File: src/mms_pkg.sv
// Shared constants of the measurement mode sequencer.
// Assumes a 100 MHz clock and a classic Wishbone slave port.
package mms_pkg;
	// Clock and time base
	localparam int CLOCK_HZ = 100_000_000;
	localparam int SECOND_S = 1;
	localparam int CYCLES_PER_SECOND = SECOND_S * CLOCK_HZ;
	localparam int WEEK_S = 604_800;
	localparam int SERVICE_NS = 160;
	localparam int SERVICE_CYCLES = SERVICE_NS / (1_000_000_000 / CLOCK_HZ);
	localparam int BOOT_CYCLES = 3;
	// Register byte offsets
	localparam logic [7:0] ADDR_CTRL = 8'h00;
	localparam logic [7:0] ADDR_PERIOD = 8'h04;
	localparam logic [7:0] ADDR_PRESS_HIGH = 8'h08;
	localparam logic [7:0] ADDR_PRESS_LOW = 8'h0C;
	localparam logic [7:0] ADDR_SETPOINT = 8'h10;
	localparam logic [7:0] ADDR_RESULT = 8'h14;
	localparam logic [7:0] ADDR_STATUS = 8'h18;
	localparam logic [7:0] ADDR_OFFSET = 8'h1C;
	// Control fields
	localparam int CTRL_MODE_LSB = 0;
	localparam int CTRL_AUTO_BASELINE_CORRECTION_BIT = 2;
	// Status fields
	localparam int STS_ACTIVE_BIT = 0;
	localparam int STS_READY_BIT = 1;
	localparam int STS_MODE_LSB = 2;
	localparam int STS_MEASURE_BIT = 4;
	localparam int STS_OFFSET_BIT = 5;
	// Reset values and limits
	localparam logic [11:0] PERIOD_RESET = 12'h03C;
	localparam logic [11:0] PERIOD_MIN = 12'h005;
	localparam logic [15:0] PRESS_RESET = 16'h03F5;
	localparam logic [15:0] PRESS_NOMINAL = 16'h03F5;
	localparam logic [15:0] SETPOINT_RESET = 16'h0190;
	localparam logic [15:0] CONC_MAX = 16'hFFFF;
	// Operating modes
	typedef enum logic [1:0] {
		MODE_IDLE = 2'b00,
		MODE_CONTINUOUS = 2'b01,
		MODE_SINGLE = 2'b10
	} mms_mode_t;
	// Sequencer states
	typedef enum logic [2:0] {
		ST_INACTIVE = 3'b000,
		ST_SERVICE = 3'b001,
		ST_MEASURE = 3'b010,
		ST_COMPENSATE = 3'b011,
		ST_STORE = 3'b100
	} mms_state_t;
endpackage

File: src/mms_second_tick.sv
// One-cycle pulse once per programmed number of clock cycles.
// Assumes a free-running clock and a synchronous reset.
`timescale 1ns/1ps
module mms_second_tick #(
	parameter int CYCLES = 100_000_000
) (
	// Clock and reset
	input wire logic clock,
	input wire logic reset,
	// Tick
	output logic tick
);
	localparam int W = $clog2(CYCLES + 1);
	localparam logic [W-1:0] LAST = W'(CYCLES - 1);

	logic [W-1:0] count;

	always_ff @(posedge clock) begin
		if (reset) begin
			count <= '0;
			tick <= 1'b0;
		end else if (count == LAST) begin
			count <= '0;
			tick <= 1'b1;
		end else begin
			count <= count + W'(1);
			tick <= 1'b0;
		end
	end
endmodule

File: src/mms_pressure_comp.sv
// Scales a raw concentration by reference pressure over nominal pressure.
// Assumes start is a pulse given only while idle; takes 33 cycles.
`timescale 1ns/1ps
module mms_pressure_comp
	import mms_pkg::*;
(
	// Clock and reset
	input wire logic clock,
	input wire logic reset,
	// Request
	input wire logic start,
	input wire logic [15:0] raw,
	input wire logic [15:0] pressure,
	// Answer
	output logic done,
	output logic [15:0] result
);
	// Restoring divide keeps area small; speed is no concern here
	logic [31:0] dividend;
	logic [31:0] quotient;
	logic [16:0] remain;
	logic [5:0] step;
	logic busy;
	logic [16:0] trial;

	assign trial = {remain[15:0], dividend[31]};

	always_ff @(posedge clock) begin
		if (reset) begin
			dividend <= '0;
			quotient <= '0;
			remain <= '0;
			step <= '0;
			busy <= 1'b0;
			done <= 1'b0;
			result <= '0;
		end else if (start) begin
			// A zero pressure means none was given: stay uncompensated
			dividend <= raw * ((pressure == 16'h0000) ? PRESS_NOMINAL : pressure);
			quotient <= '0;
			remain <= '0;
			step <= '0;
			busy <= 1'b1;
			done <= 1'b0;
		end else if (busy) begin
			dividend <= {dividend[30:0], 1'b0};
			if (trial >= {1'b0, PRESS_NOMINAL}) begin
				remain <= trial - {1'b0, PRESS_NOMINAL};
				quotient <= {quotient[30:0], 1'b1};
			end else begin
				remain <= trial;
				quotient <= {quotient[30:0], 1'b0};
			end
			step <= step + 6'h01;
			busy <= (step != 6'h1F);
		end else begin
			done <= (step == 6'h20);
			step <= '0;
			result <= (quotient[31:16] != 16'h0000) ? CONC_MAX
				: quotient[15:0];
		end
	end
endmodule

File: src/mms_sequencer.sv
// Measurement mode sequencer: power state, modes, post-processing.
// Assumes a Wishbone classic master and a measurement front end that
// answers each seqStart pulse with one seqDone pulse and rawConc.
//
// Chosen here: the placing of the registers and the Wishbone interface to the registers.
`timescale 1ns/1ps
// Function
// - Always either active or inactive; inactive once no task remains.
// - Inactive device wakes on service requests, continuous-mode triggers and single-shot starts.
// - Host writes the operating-mode field; the device adopts it.
// - Idle mode never measures; brief active service, then inactive again.
// - Continuous mode measures periodically, sleeping between sequences.
// - Period programmable in whole seconds, 5 to 4095.
// - Single-shot runs one sequence then returns itself to idle.
// - Pulse-disable pin high at power-up means start in idle.
// - Pressure reference high/low bytes compensate every stored result.
// - Baseline offset recomputed weekly when enabled, applied afterwards.
module mms_sequencer
	import mms_pkg::*;
#(
	parameter int TICK_CYCLES = CYCLES_PER_SECOND,
	parameter int WEEK_SECONDS = WEEK_S
) (
	// Clock and reset
	input wire logic clock,
	input wire logic reset,
	// Wishbone slave
	input wire logic wbCyc,
	input wire logic wbStb,
	input wire logic wbWe,
	input wire logic [7:0] wbAdr,
	input wire logic [3:0] wbSel,
	input wire logic [31:0] wbDatW,
	output logic [31:0] wbDatR,
	output logic wbAck,
	// Measurement front end
	output logic seqStart,
	input wire logic seqDone,
	input wire logic [15:0] rawConc,
	// Service request from interrupt sources
	input wire logic serviceReq,
	// Configuration pin and power state
	input wire logic pulse_output_disable_pin,
	output logic powerActive
);
	import mms_pkg::*;

	localparam int WEEK_W = $clog2(WEEK_SECONDS + 1);
	localparam logic [WEEK_W-1:0] WEEK_LAST = WEEK_W'(WEEK_SECONDS - 1);

	function automatic logic [31:0] mergeBytes(input logic [31:0] old,
		input logic [31:0] data, input logic [3:0] sel);
		logic [31:0] merged;
		merged = old;
		for (int i = 0; i < 4; i++) begin
			if (sel[i]) begin
				merged[8*i +: 8] = data[8*i +: 8];
			end
		end
		return merged;
	endfunction

	// Bus
	logic access;
	logic writeStrobe;
	logic readStrobe;
	logic [31:0] writeCtrl;
	// Registers
	mms_mode_t operating_mode_field;
	logic auto_baseline_correction;
	logic [11:0] period;
	logic [7:0] pressure_reference_high;
	logic [7:0] pressure_reference_low;
	logic [15:0] setpoint;
	logic [15:0] result;
	logic resultReady;
	// Sequencer
	mms_state_t state;
	mms_state_t next_state;
	logic [7:0] serviceCount;
	logic secondTick;
	logic [11:0] secCount;
	logic [11:0] periodEff;
	logic measurePending;
	logic compDone;
	logic [15:0] compConc;
	logic [15:0] finalConc;
	logic storeNow;
	// Baseline correction
	logic [WEEK_W-1:0] weekCount;
	logic [15:0] weekMin;
	logic [16:0] offset;
	logic offsetValid;
	logic [17:0] corrected;
	// Configuration pin
	logic pinS1;
	logic pinS2;
	logic pinS3;
	logic pinLevel;
	logic [2:0] bootCount;
	logic bootDecide;

	// Bus decode: ack one cycle after the request, dropped after one cycle
	assign access = wbCyc && wbStb && !wbAck;
	assign writeStrobe = access && wbWe;
	assign readStrobe = access && !wbWe;
	assign writeCtrl = mergeBytes({29'h0, auto_baseline_correction,
		operating_mode_field}, wbDatW, wbSel);

	always_ff @(posedge clock) begin
		if (reset) begin
			wbAck <= 1'b0;
		end else begin
			wbAck <= access;
		end
	end

	always_ff @(posedge clock) begin
		if (reset) begin
			wbDatR <= '0;
		end else if (readStrobe) begin
			unique case (wbAdr)
				ADDR_CTRL: wbDatR <= {29'h0, auto_baseline_correction,
					operating_mode_field};
				ADDR_PERIOD: wbDatR <= {20'h0, period};
				ADDR_PRESS_HIGH: wbDatR <= {24'h0, pressure_reference_high};
				ADDR_PRESS_LOW: wbDatR <= {24'h0, pressure_reference_low};
				ADDR_SETPOINT: wbDatR <= {16'h0, setpoint};
				ADDR_RESULT: wbDatR <= {16'h0, result};
				ADDR_STATUS: begin
					wbDatR <= '0;
					wbDatR[STS_ACTIVE_BIT] <= powerActive;
					wbDatR[STS_READY_BIT] <= resultReady;
					wbDatR[STS_MODE_LSB +: 2] <= operating_mode_field;
					wbDatR[STS_MEASURE_BIT] <= (state == ST_MEASURE);
					wbDatR[STS_OFFSET_BIT] <= offsetValid;
				end
				ADDR_OFFSET: wbDatR <= {{15{offset[16]}}, offset};
				default: wbDatR <= '0;
			endcase
		end
	end

	// Pin passes three flops; a change counts once the last two agree
	always_ff @(posedge clock) begin
		if (reset) begin
			pinS1 <= 1'b1;
			pinS2 <= 1'b1;
			pinS3 <= 1'b1;
			pinLevel <= 1'b1;
		end else begin
			pinS1 <= pulse_output_disable_pin;
			pinS2 <= pinS1;
			pinS3 <= pinS2;
			if (pinS2 == pinS3) begin
				pinLevel <= pinS3;
			end
		end
	end

	// The pin is judged once, after a low level has passed the agree stage
	always_ff @(posedge clock) begin
		if (reset) begin
			bootCount <= '0;
			bootDecide <= 1'b0;
		end else begin
			bootDecide <= (bootCount == 3'(BOOT_CYCLES));
			if (bootCount != 3'(BOOT_CYCLES + 1)) begin
				bootCount <= bootCount + 3'h1;
			end
		end
	end

	// Operating mode: host write wins over the automatic return to idle
	always_ff @(posedge clock) begin
		if (reset) begin
			operating_mode_field <= MODE_IDLE;
			auto_baseline_correction <= 1'b0;
		end else if (writeStrobe && wbAdr == ADDR_CTRL) begin
			operating_mode_field <=
				mms_mode_t'(writeCtrl[CTRL_MODE_LSB +: 2]);
			auto_baseline_correction <= writeCtrl[CTRL_AUTO_BASELINE_CORRECTION_BIT];
		end else if (storeNow && operating_mode_field == MODE_SINGLE) begin
			operating_mode_field <= MODE_IDLE;
		end else if (bootDecide && !pinLevel) begin
			operating_mode_field <= MODE_CONTINUOUS;
		end
	end

	always_ff @(posedge clock) begin
		if (reset) begin
			period <= PERIOD_RESET;
			pressure_reference_high <= PRESS_RESET[15:8];
			pressure_reference_low <= PRESS_RESET[7:0];
			setpoint <= SETPOINT_RESET;
		end else if (writeStrobe) begin
			unique case (wbAdr)
				ADDR_PERIOD: period <= 12'(mergeBytes({20'h0, period},
					wbDatW, wbSel));
				ADDR_PRESS_HIGH: pressure_reference_high <=
					8'(mergeBytes({24'h0, pressure_reference_high},
					wbDatW, wbSel));
				ADDR_PRESS_LOW: pressure_reference_low <=
					8'(mergeBytes({24'h0, pressure_reference_low},
					wbDatW, wbSel));
				ADDR_SETPOINT: setpoint <= 16'(mergeBytes({16'h0, setpoint},
					wbDatW, wbSel));
				default: ;
			endcase
		end
	end

	// Period timing; a short period is held at the least legal value
	mms_second_tick #(
		.CYCLES(TICK_CYCLES)
	) secondTimer (
		.clock(clock),
		.reset(reset),
		.tick(secondTick)
	);

	assign periodEff = (period < PERIOD_MIN) ? PERIOD_MIN : period;

	always_ff @(posedge clock) begin
		if (reset) begin
			secCount <= '0;
		end else if (operating_mode_field != MODE_CONTINUOUS) begin
			secCount <= '0;
		end else if (secondTick) begin
			secCount <= (secCount + 12'h001 >= periodEff) ? 12'h000
				: secCount + 12'h001;
		end
	end

	// Pending measurement: set wins over the clear at sequence start
	always_ff @(posedge clock) begin
		if (reset) begin
			measurePending <= 1'b0;
		end else if (writeStrobe && wbAdr == ADDR_CTRL
			&& writeCtrl[CTRL_MODE_LSB +: 2] == MODE_SINGLE) begin
			measurePending <= 1'b1;
		end else if (operating_mode_field == MODE_CONTINUOUS && secondTick
			&& secCount + 12'h001 >= periodEff) begin
			measurePending <= 1'b1;
		end else if (operating_mode_field == MODE_IDLE) begin
			measurePending <= 1'b0;
		end else if (state == ST_INACTIVE || state == ST_SERVICE) begin
			measurePending <= measurePending && (next_state != ST_MEASURE);
		end
	end

	// Power state machine
	always_comb begin
		next_state = state;
		unique case (state)
			ST_INACTIVE: begin
				if (measurePending && operating_mode_field != MODE_IDLE) begin
					next_state = ST_MEASURE;
				end else if (serviceReq) begin
					next_state = ST_SERVICE;
				end
			end
			ST_SERVICE: begin
				if (serviceCount == 8'(SERVICE_CYCLES)) begin
					next_state = ST_INACTIVE;
				end
			end
			ST_MEASURE: begin
				if (seqDone) begin
					next_state = ST_COMPENSATE;
				end
			end
			ST_COMPENSATE: begin
				if (compDone) begin
					next_state = ST_STORE;
				end
			end
			ST_STORE: next_state = ST_INACTIVE;
			default: next_state = ST_INACTIVE;
		endcase
	end

	always_ff @(posedge clock) begin
		if (reset) begin
			state <= ST_INACTIVE;
			serviceCount <= '0;
			seqStart <= 1'b0;
			powerActive <= 1'b0;
		end else begin
			state <= next_state;
			serviceCount <= (next_state == ST_SERVICE)
				? serviceCount + 8'h01 : 8'h00;
			seqStart <= (state != ST_MEASURE) && (next_state == ST_MEASURE);
			powerActive <= (next_state != ST_INACTIVE);
		end
	end

	// Pressure compensation on every finished sequence
	mms_pressure_comp pressureComp (
		.clock(clock),
		.reset(reset),
		.start(state == ST_MEASURE && seqDone),
		.raw(rawConc),
		.pressure({pressure_reference_high, pressure_reference_low}),
		.done(compDone),
		.result(compConc)
	);

	// Baseline offset applied only once one has been computed
	assign corrected = {2'b00, compConc} + {offset[16], offset};
	assign finalConc = !(auto_baseline_correction && offsetValid) ? compConc
		: corrected[17] ? 16'h0000
		: corrected[16] ? CONC_MAX : corrected[15:0];
	assign storeNow = (state == ST_STORE);

	// Weekly offset: the week's lowest reading is taken as the baseline
	always_ff @(posedge clock) begin
		if (reset) begin
			weekCount <= '0;
			weekMin <= CONC_MAX;
			offset <= '0;
			offsetValid <= 1'b0;
		end else begin
			if (secondTick) begin
				weekCount <= (weekCount == WEEK_LAST) ? '0
					: weekCount + WEEK_W'(1);
			end
			if (secondTick && weekCount == WEEK_LAST) begin
				weekMin <= CONC_MAX;
				if (auto_baseline_correction && weekMin != CONC_MAX) begin
					offset <= {1'b0, setpoint} - {1'b0, weekMin};
					offsetValid <= 1'b1;
				end
			end else if (storeNow && compConc < weekMin) begin
				weekMin <= compConc;
			end
		end
	end

	// Result only after every step; ready is cleared by reading it
	always_ff @(posedge clock) begin
		if (reset) begin
			result <= '0;
			resultReady <= 1'b0;
		end else begin
			if (storeNow) begin
				result <= finalConc;
			end
			if (storeNow) begin
				resultReady <= 1'b1;
			end else if (readStrobe && wbAdr == ADDR_RESULT) begin
				resultReady <= 1'b0;
			end
		end
	end
endmodule

File: config.mk
export PLATFORM = sky130hd
export DESIGN_NAME = mms_sequencer
export DESIGN_NICKNAME = d
export VERILOG_FILES = /design/src/mms_pkg.sv /design/src/mms_second_tick.sv /design/src/mms_pressure_comp.sv /design/src/mms_sequencer.sv
export SDC_FILE = /design/constraint.sdc
export NUM_CORES = 1
export LEC_CHECK = 0
export BUFFER_PORTS_ARGS = -buffer_cell sky130_fd_sc_hd__buf_2
export CAP_MARGIN = 20
export CORE_ASPECT_RATIO = 1.75
export CORE_MARGIN = 2
export CORE_UTILIZATION = 55
export CTS_CLUSTER_DIAMETER = 60
export CTS_CLUSTER_SIZE = 24
export DETAILED_ROUTE_END_ITERATION = 10
export PLACE_DENSITY = 0.7
export SETUP_SLACK_MARGIN = 0.1
export SLEW_MARGIN = 5
export SYNTH_ARGS = -nofsm -noshare
export SYNTH_HDL_FRONTEND = slang
export SYNTH_HIERARCHICAL = 1
export SYNTH_SLANG_ARGS = --single-unit
File: constraint.sdc
create_clock -name clock -period 16.5 [get_ports clock]
set_clock_uncertainty 0.1 [all_clocks]
set_input_delay 3.3 -clock clock [delete_from_list [all_inputs] [get_ports clock]]
set_output_delay 3.3 -clock clock [all_outputs]
set_load 0.01 [all_outputs]
======== Word level (Yosys, flattened, before mapping) ========
Index checks and enable logic that the tools add are counted.
storage, ports and cells
  bits in registers ....................... 317
  input bits .............................. 68
  output and inout port bits .............. 35
  logic and storage cells ................. 163
cells by class
  $add $sub $neg .......................... 9
  $mul .................................... 1
  $lt $le $gt $ge ......................... 4
  equality and inequality tests ........... 28
  multiplexer cells ....................... 32
  bitwise gates (word level) .............. 3
  reductions and logical operators ........ 49
operator list
  kind                                                                  number
  case mux 32 bit (8 select lines)                                      1
  2-to-1 mux 16 bit                                                     6
  2-to-1 mux 32 bit                                                     2
  == test 8 x 5 -> 1 bit (second input constant)                        5
  multiplier 16 x 32 -> 32 bit                                          1
  adder 27 x 1 -> 27 bit (second input constant)                        1
  == test 27 bit (second input constant)                                1
  2-to-1 mux 12 bit                                                     2
  adder 20 x 1 -> 20 bit (second input constant)                        1
  == test 20 bit (second input constant)                                1
  2-to-1 mux 20 bit                                                     1
  logical AND 1 bit                                                     19
  adder 17 x 17 -> 18 bit                                               1
  AND reduction 3 bit                                                   6
  greater-or-equal comparator 17 x 10 -> 1 bit (second input constant)  1
  subtractor 16 x 16 -> 17 bit                                          1
  == test 8 x 4 -> 1 bit (second input constant)                        2
  logical NOT 16 bit                                                    1
  < comparator 16 bit                                                   1
  inequality test 16 bit (second input constant)                        1
  nonzero test 16 bit                                                   1
  subtractor 16 x 10 -> 16 bit (second input constant)                  1
  2-to-1 mux 3 bit                                                      5
  adder 12 x 1 -> 12 bit (second input constant)                        1
  other kinds (32)                                                      63

======== Logic depth before layout (Yosys ltp) ========
  word-level depth ........................ 10
  mapped depth ............................ 25
  depth with buffers taken out ............ 24

======== Hierarchy ========
Netlist, hierarchy kept.
by module, submodules not included
  module             instances  cells each  area an instance (µm²)  seq. area each (µm²)
  mms_pressure_comp  1          1462        12944.9                 2082.0
  mms_sequencer      1          1186        9887.0                  3403.3
  mms_second_tick    1          154         1370.1                  560.5

======== Worst setup path before layout ========
OpenSTA, ideal clock, no wires.
  path type ............................... input to register
  start ................................... input rawConc[5]
  end ..................................... register pressureComp.dividend[31]
  library setup time ...................... 0.122 ns
  data arrival time ....................... 8.588 ns
  setup slack ............................. 7.691 ns
  cell stages on the path ................. 21
  path buffers ............................ 1
  cell sequence ........................... clkbuf_1 nand2_1 fa_1 inv_1 fa_1 inv_1 fa_1 inv_1 fa_1 fa_1 inv_1 fa_1 inv_1 ha_1 nand4_1 o22ai_1 a21oi_1 o31ai_2 and3_1 a211oi_1 o311a_1
between the ends
  longest elaborated chain between the ends .. 2
ends and longest elaborated chain
  what                          line                     source
  from (decl)                   mms_sequencer.sv:39      input wire logic [15:0] rawConc,
  multiplier 16 x 32 -> 32 bit  mms_pressure_comp.sv:39  dividend <= raw * ((pressure == 16'h0000) ? PRESS_NOMINAL : pressure);
  2-to-1 mux 32 bit             mms_pressure_comp.sv:37  end else if (start) begin
  to (signal assigned)          mms_pressure_comp.sv:39
  to (signal assigned)          mms_pressure_comp.sv:46  dividend <= {dividend[30:0], 1'b0};
  to (decl)                     mms_pressure_comp.sv:19  logic [31:0] dividend;
No other way between the ends.
A chain may end at the register's enable or synchronous reset.

======== Worst setup path in the final report ========
  start ................................... input rawConc[6]
  end ..................................... register pressureComp.dividend[31]
The elaborated chain is that of the path after synthesis.

==> reports/results.ini <==
[global_routing]
grt_start_max_net_pins=71
antenna_found_initial=0
grt_usage=0.281
grt_pass1_vias=20800
grt_pass1_wl_mm=103
overflow=0

[final_layout]
most-common-layout-cells=301 x dfxtp_1, 289 x inv_1, 283 x nand2_1
nFillCells=3937
antenna_cells=0
drive_gt1_frac=0.0733
final_common_cell=dfxtp_1
nets=3215
layout.cells.non_filler=3349
syn2layout_area_growth_pct=4.73

[flow_run]
drv_cap=0

[drt]
routed_wl_mm=63.4
vias_per_cell=6.03
drc=0
drt-initial-drc-count=1383
dr.pass1.iters=6
ant_nets=0
num_vias=20200
wire_per_inst_um=18.9

[cts]
clock_latency_ns=0.54
cts_buffers=18
cts_sinks=302
clock_path_buffers=3
path_clk_slew_ns=0.09
postCtsSetupBuffers=0
cts_resized=0
cts_tree=built
root_buffer=clkbuf_16
h-tree-depth=1
ctsHoldBuffers=0

[placement]
io_buffer_count=84
hpwl_mm=48.2
gp_congestion=0.935
dp.cells=3322

[hold_path]
hold_class=flip-flop to flip-flop

[setup_path]
slowest_stage=fa_1
worstPathMaxFanout=16
crit_required_ns=16.84
path_common_cell=fa_1
setup.worst_path.start_class=primary input
path_cells=buf_2 > nand2_1 > fa_1 > inv_1 > fa_1 > inv_1 > fa_1 > inv_1 > fa_1 > fa_1 > inv_1 > fa_1 > inv_1 > ha_1 > nand4_1 > o22ai_1 > a21oi_1 > o31ai_2 > and3_1 > a211oi_1 > o311a_1
crit_arrival_ns=9.44
crit_path_max_incr_delay_ns=0.56
endpoint_kind=flip-flop
critPathKind=primary input to flip-flop
timing.reg2reg.setup_slack_ns=8.39

[die]
std_cell_rows=101
die_area_um2=45800
core_um2=43500
die_w_um=163
die_h_um=282
start_util=0.557
ioPinCount=103

[power_and_ir_drop]
ir_worst_vdd_mv=0.135
power.density_nw_per_um2=105
power.leakage_nw=11.0

[sta]
whs_ns=0.332
timing.final.crit_share=0.552
finalSetupViolCount=0
rsz0062_at_grt=no
slew_viol_final=0
final-hold-violation-count=0
period_needed_ns=9.11
relSlewSlack=0.180
setup-tns-final_ns=0
fmax_mhz=110
timing_worst_slew_pin_value_ns=1.22

[logic_synthesis]
synthCells=2802
ys_seq_elements=302
synth_edf_count=0
syn_nets=3241
netlist_area_um2=24200
ys_types=93
seq_area_frac_synth=0.250
syn_avg_cell_area_um2=8.64
synthFlopType=dfxtp_1
synthArstFlopShare=0
yosysWarnings=6

[outcome]
status=finished, final reports clean

==> cells in the mapped netlist, types with 5 or more instances <==
cell type | count | area (um2)
nor3b_1 | 6 | 45.0
xor2_1 | 51 | 447
nand4_1 | 39 | 244
nor4_1 | 19 | 119
nand2_1 | 283 | 1060
buf_2 | 13 | 65.1
and3_1 | 31 | 194
clkbuf_1 | 103 | 387
nand3b_1 | 6 | 45.0
nand2b_1 | 23 | 144
inv_1 | 289 | 1080
o21a_1 | 14 | 105
buf_1 | 7 | 26.3
a21o_1 | 29 | 218
dfxtp_1 | 302 | 6050
a22oi_1 | 34 | 255
and4_1 | 10 | 87.6
a211oi_1 | 52 | 390
ha_1 | 175 | 2190
fa_1 | 196 | 3920
o31ai_1 | 9 | 67.6
or3_1 | 21 | 131
o221a_2 | 16 | 180
o21bai_1 | 6 | 45.0
mux2i_1 | 94 | 941
o211ai_1 | 12 | 90.1
a21oi_1 | 144 | 721
o22ai_1 | 6 | 37.5
buf_6 | 6 | 67.6
nor2_1 | 231 | 867
and2_1 | 82 | 513
nor3_1 | 30 | 150
xnor2_1 | 53 | 464
nand3_1 | 84 | 420
a32oi_1 | 5 | 43.8
o21ai_0 | 101 | 505
a31oi_1 | 5 | 31.3
a211oi_2 | 11 | 138
nor2b_1 | 71 | 444
mux2_2 | 10 | 113
buf_4 | 17 | 128
or4_1 | 10 | 75.1
==> power by group <==
part / internal (mW) / switching (mW) / leakage, nW
registers: 0.734 / 0.00536 / 2.44
clock network: 0.209 / 0.265 / 0.259
logic: 0.531 / 0.907 / 8.30
==> per-stage QoR <==
step / total power, mW / util / area [um2] / worst slack, ns
final: 2.65 / 0.583 / 25300 / 7.39
after global placement: 2.16 / 0.570 / 24800 / 7.02
after global routing: 2.85 / 0.583 / 25300 / 7.22
after detailed placement: 2.18 / 0.570 / 24800 / 6.95
after CTS: 2.66 / 0.583 / 25300 / 7.54
after floorplan: 1.79 / - / 24200 / 7.69
==> kinds of logic (layout without fill, tap and decap cells) <==
logic type / count (synthesis) / after routing / share of synthesized area
AND/OR/NAND/NOR: 977 / 977 / 0.201
AO/OA/AOI/OAI: 506 / 506 / 0.142
buffers and inverters: 437 / 418 / 0.0730
adder cells (fa/ha/maj): 371 / 371 / 0.253
flip-flops: 302 / 302 / 0.250
multiplexers: 105 / 105 / 0.0445
XOR/XNOR: 104 / 104 / 0.0376
==> layout make-up <==
| cell class | count | area [um2] | area share |
|---|---|---|---|
| timing repair buffer | 101 | 551 | 0.0217 |
| tap | 566 | 708 | 0.0279 |
| multi-input combinational | 2063 | 16400 | 0.647 |
| clock inverter | 7 | 88.8 | 0.00350 |
| inverter | 290 | 1090 | 0.0429 |
| clock buffer | 20 | 458 | 0.0181 |
| sequential | 302 | 6050 | 0.239 |
==> state kept, by name, summed over array words and instances (netlist names), 17 cells and up <==
register and count:
pressureComp/quotient 32, offset 17, weekCount 20, wbDatR 17
pressureComp/dividend 32, secondTimer/count 27
==> worst paths after layout <==
kind / end / start / cells past startpoint
worst max register to register: pressureComp/dividend[31] / pressure_reference_high[4] / 23
worst min-delay path: pinS2 / pinS1 / 1
worst max-delay path: pressureComp/dividend[31] / rawConc[6] / 21
worst min register to register: pinS2 / pinS1 / 1
==> per-layer routing <==
metal,global-route usage,wire [um],vias up
li1,-,-,9445
met1,0.289,22400,9834
met2,0.527,33400,654
met3,0.0288,2670,262
met4,0.199,4870,0
met5,0,0,-
==> worst max-delay path, delay by kind of cell <==
family | cells | cell delay [ns]
fa+ha+maj | 7 | 3.55
buf+inv | 6 | 0.65
compound gates | 5 | 1.37
simple gates | 3 | 0.56
Note: power is estimated with default switching activity, not from simulation.
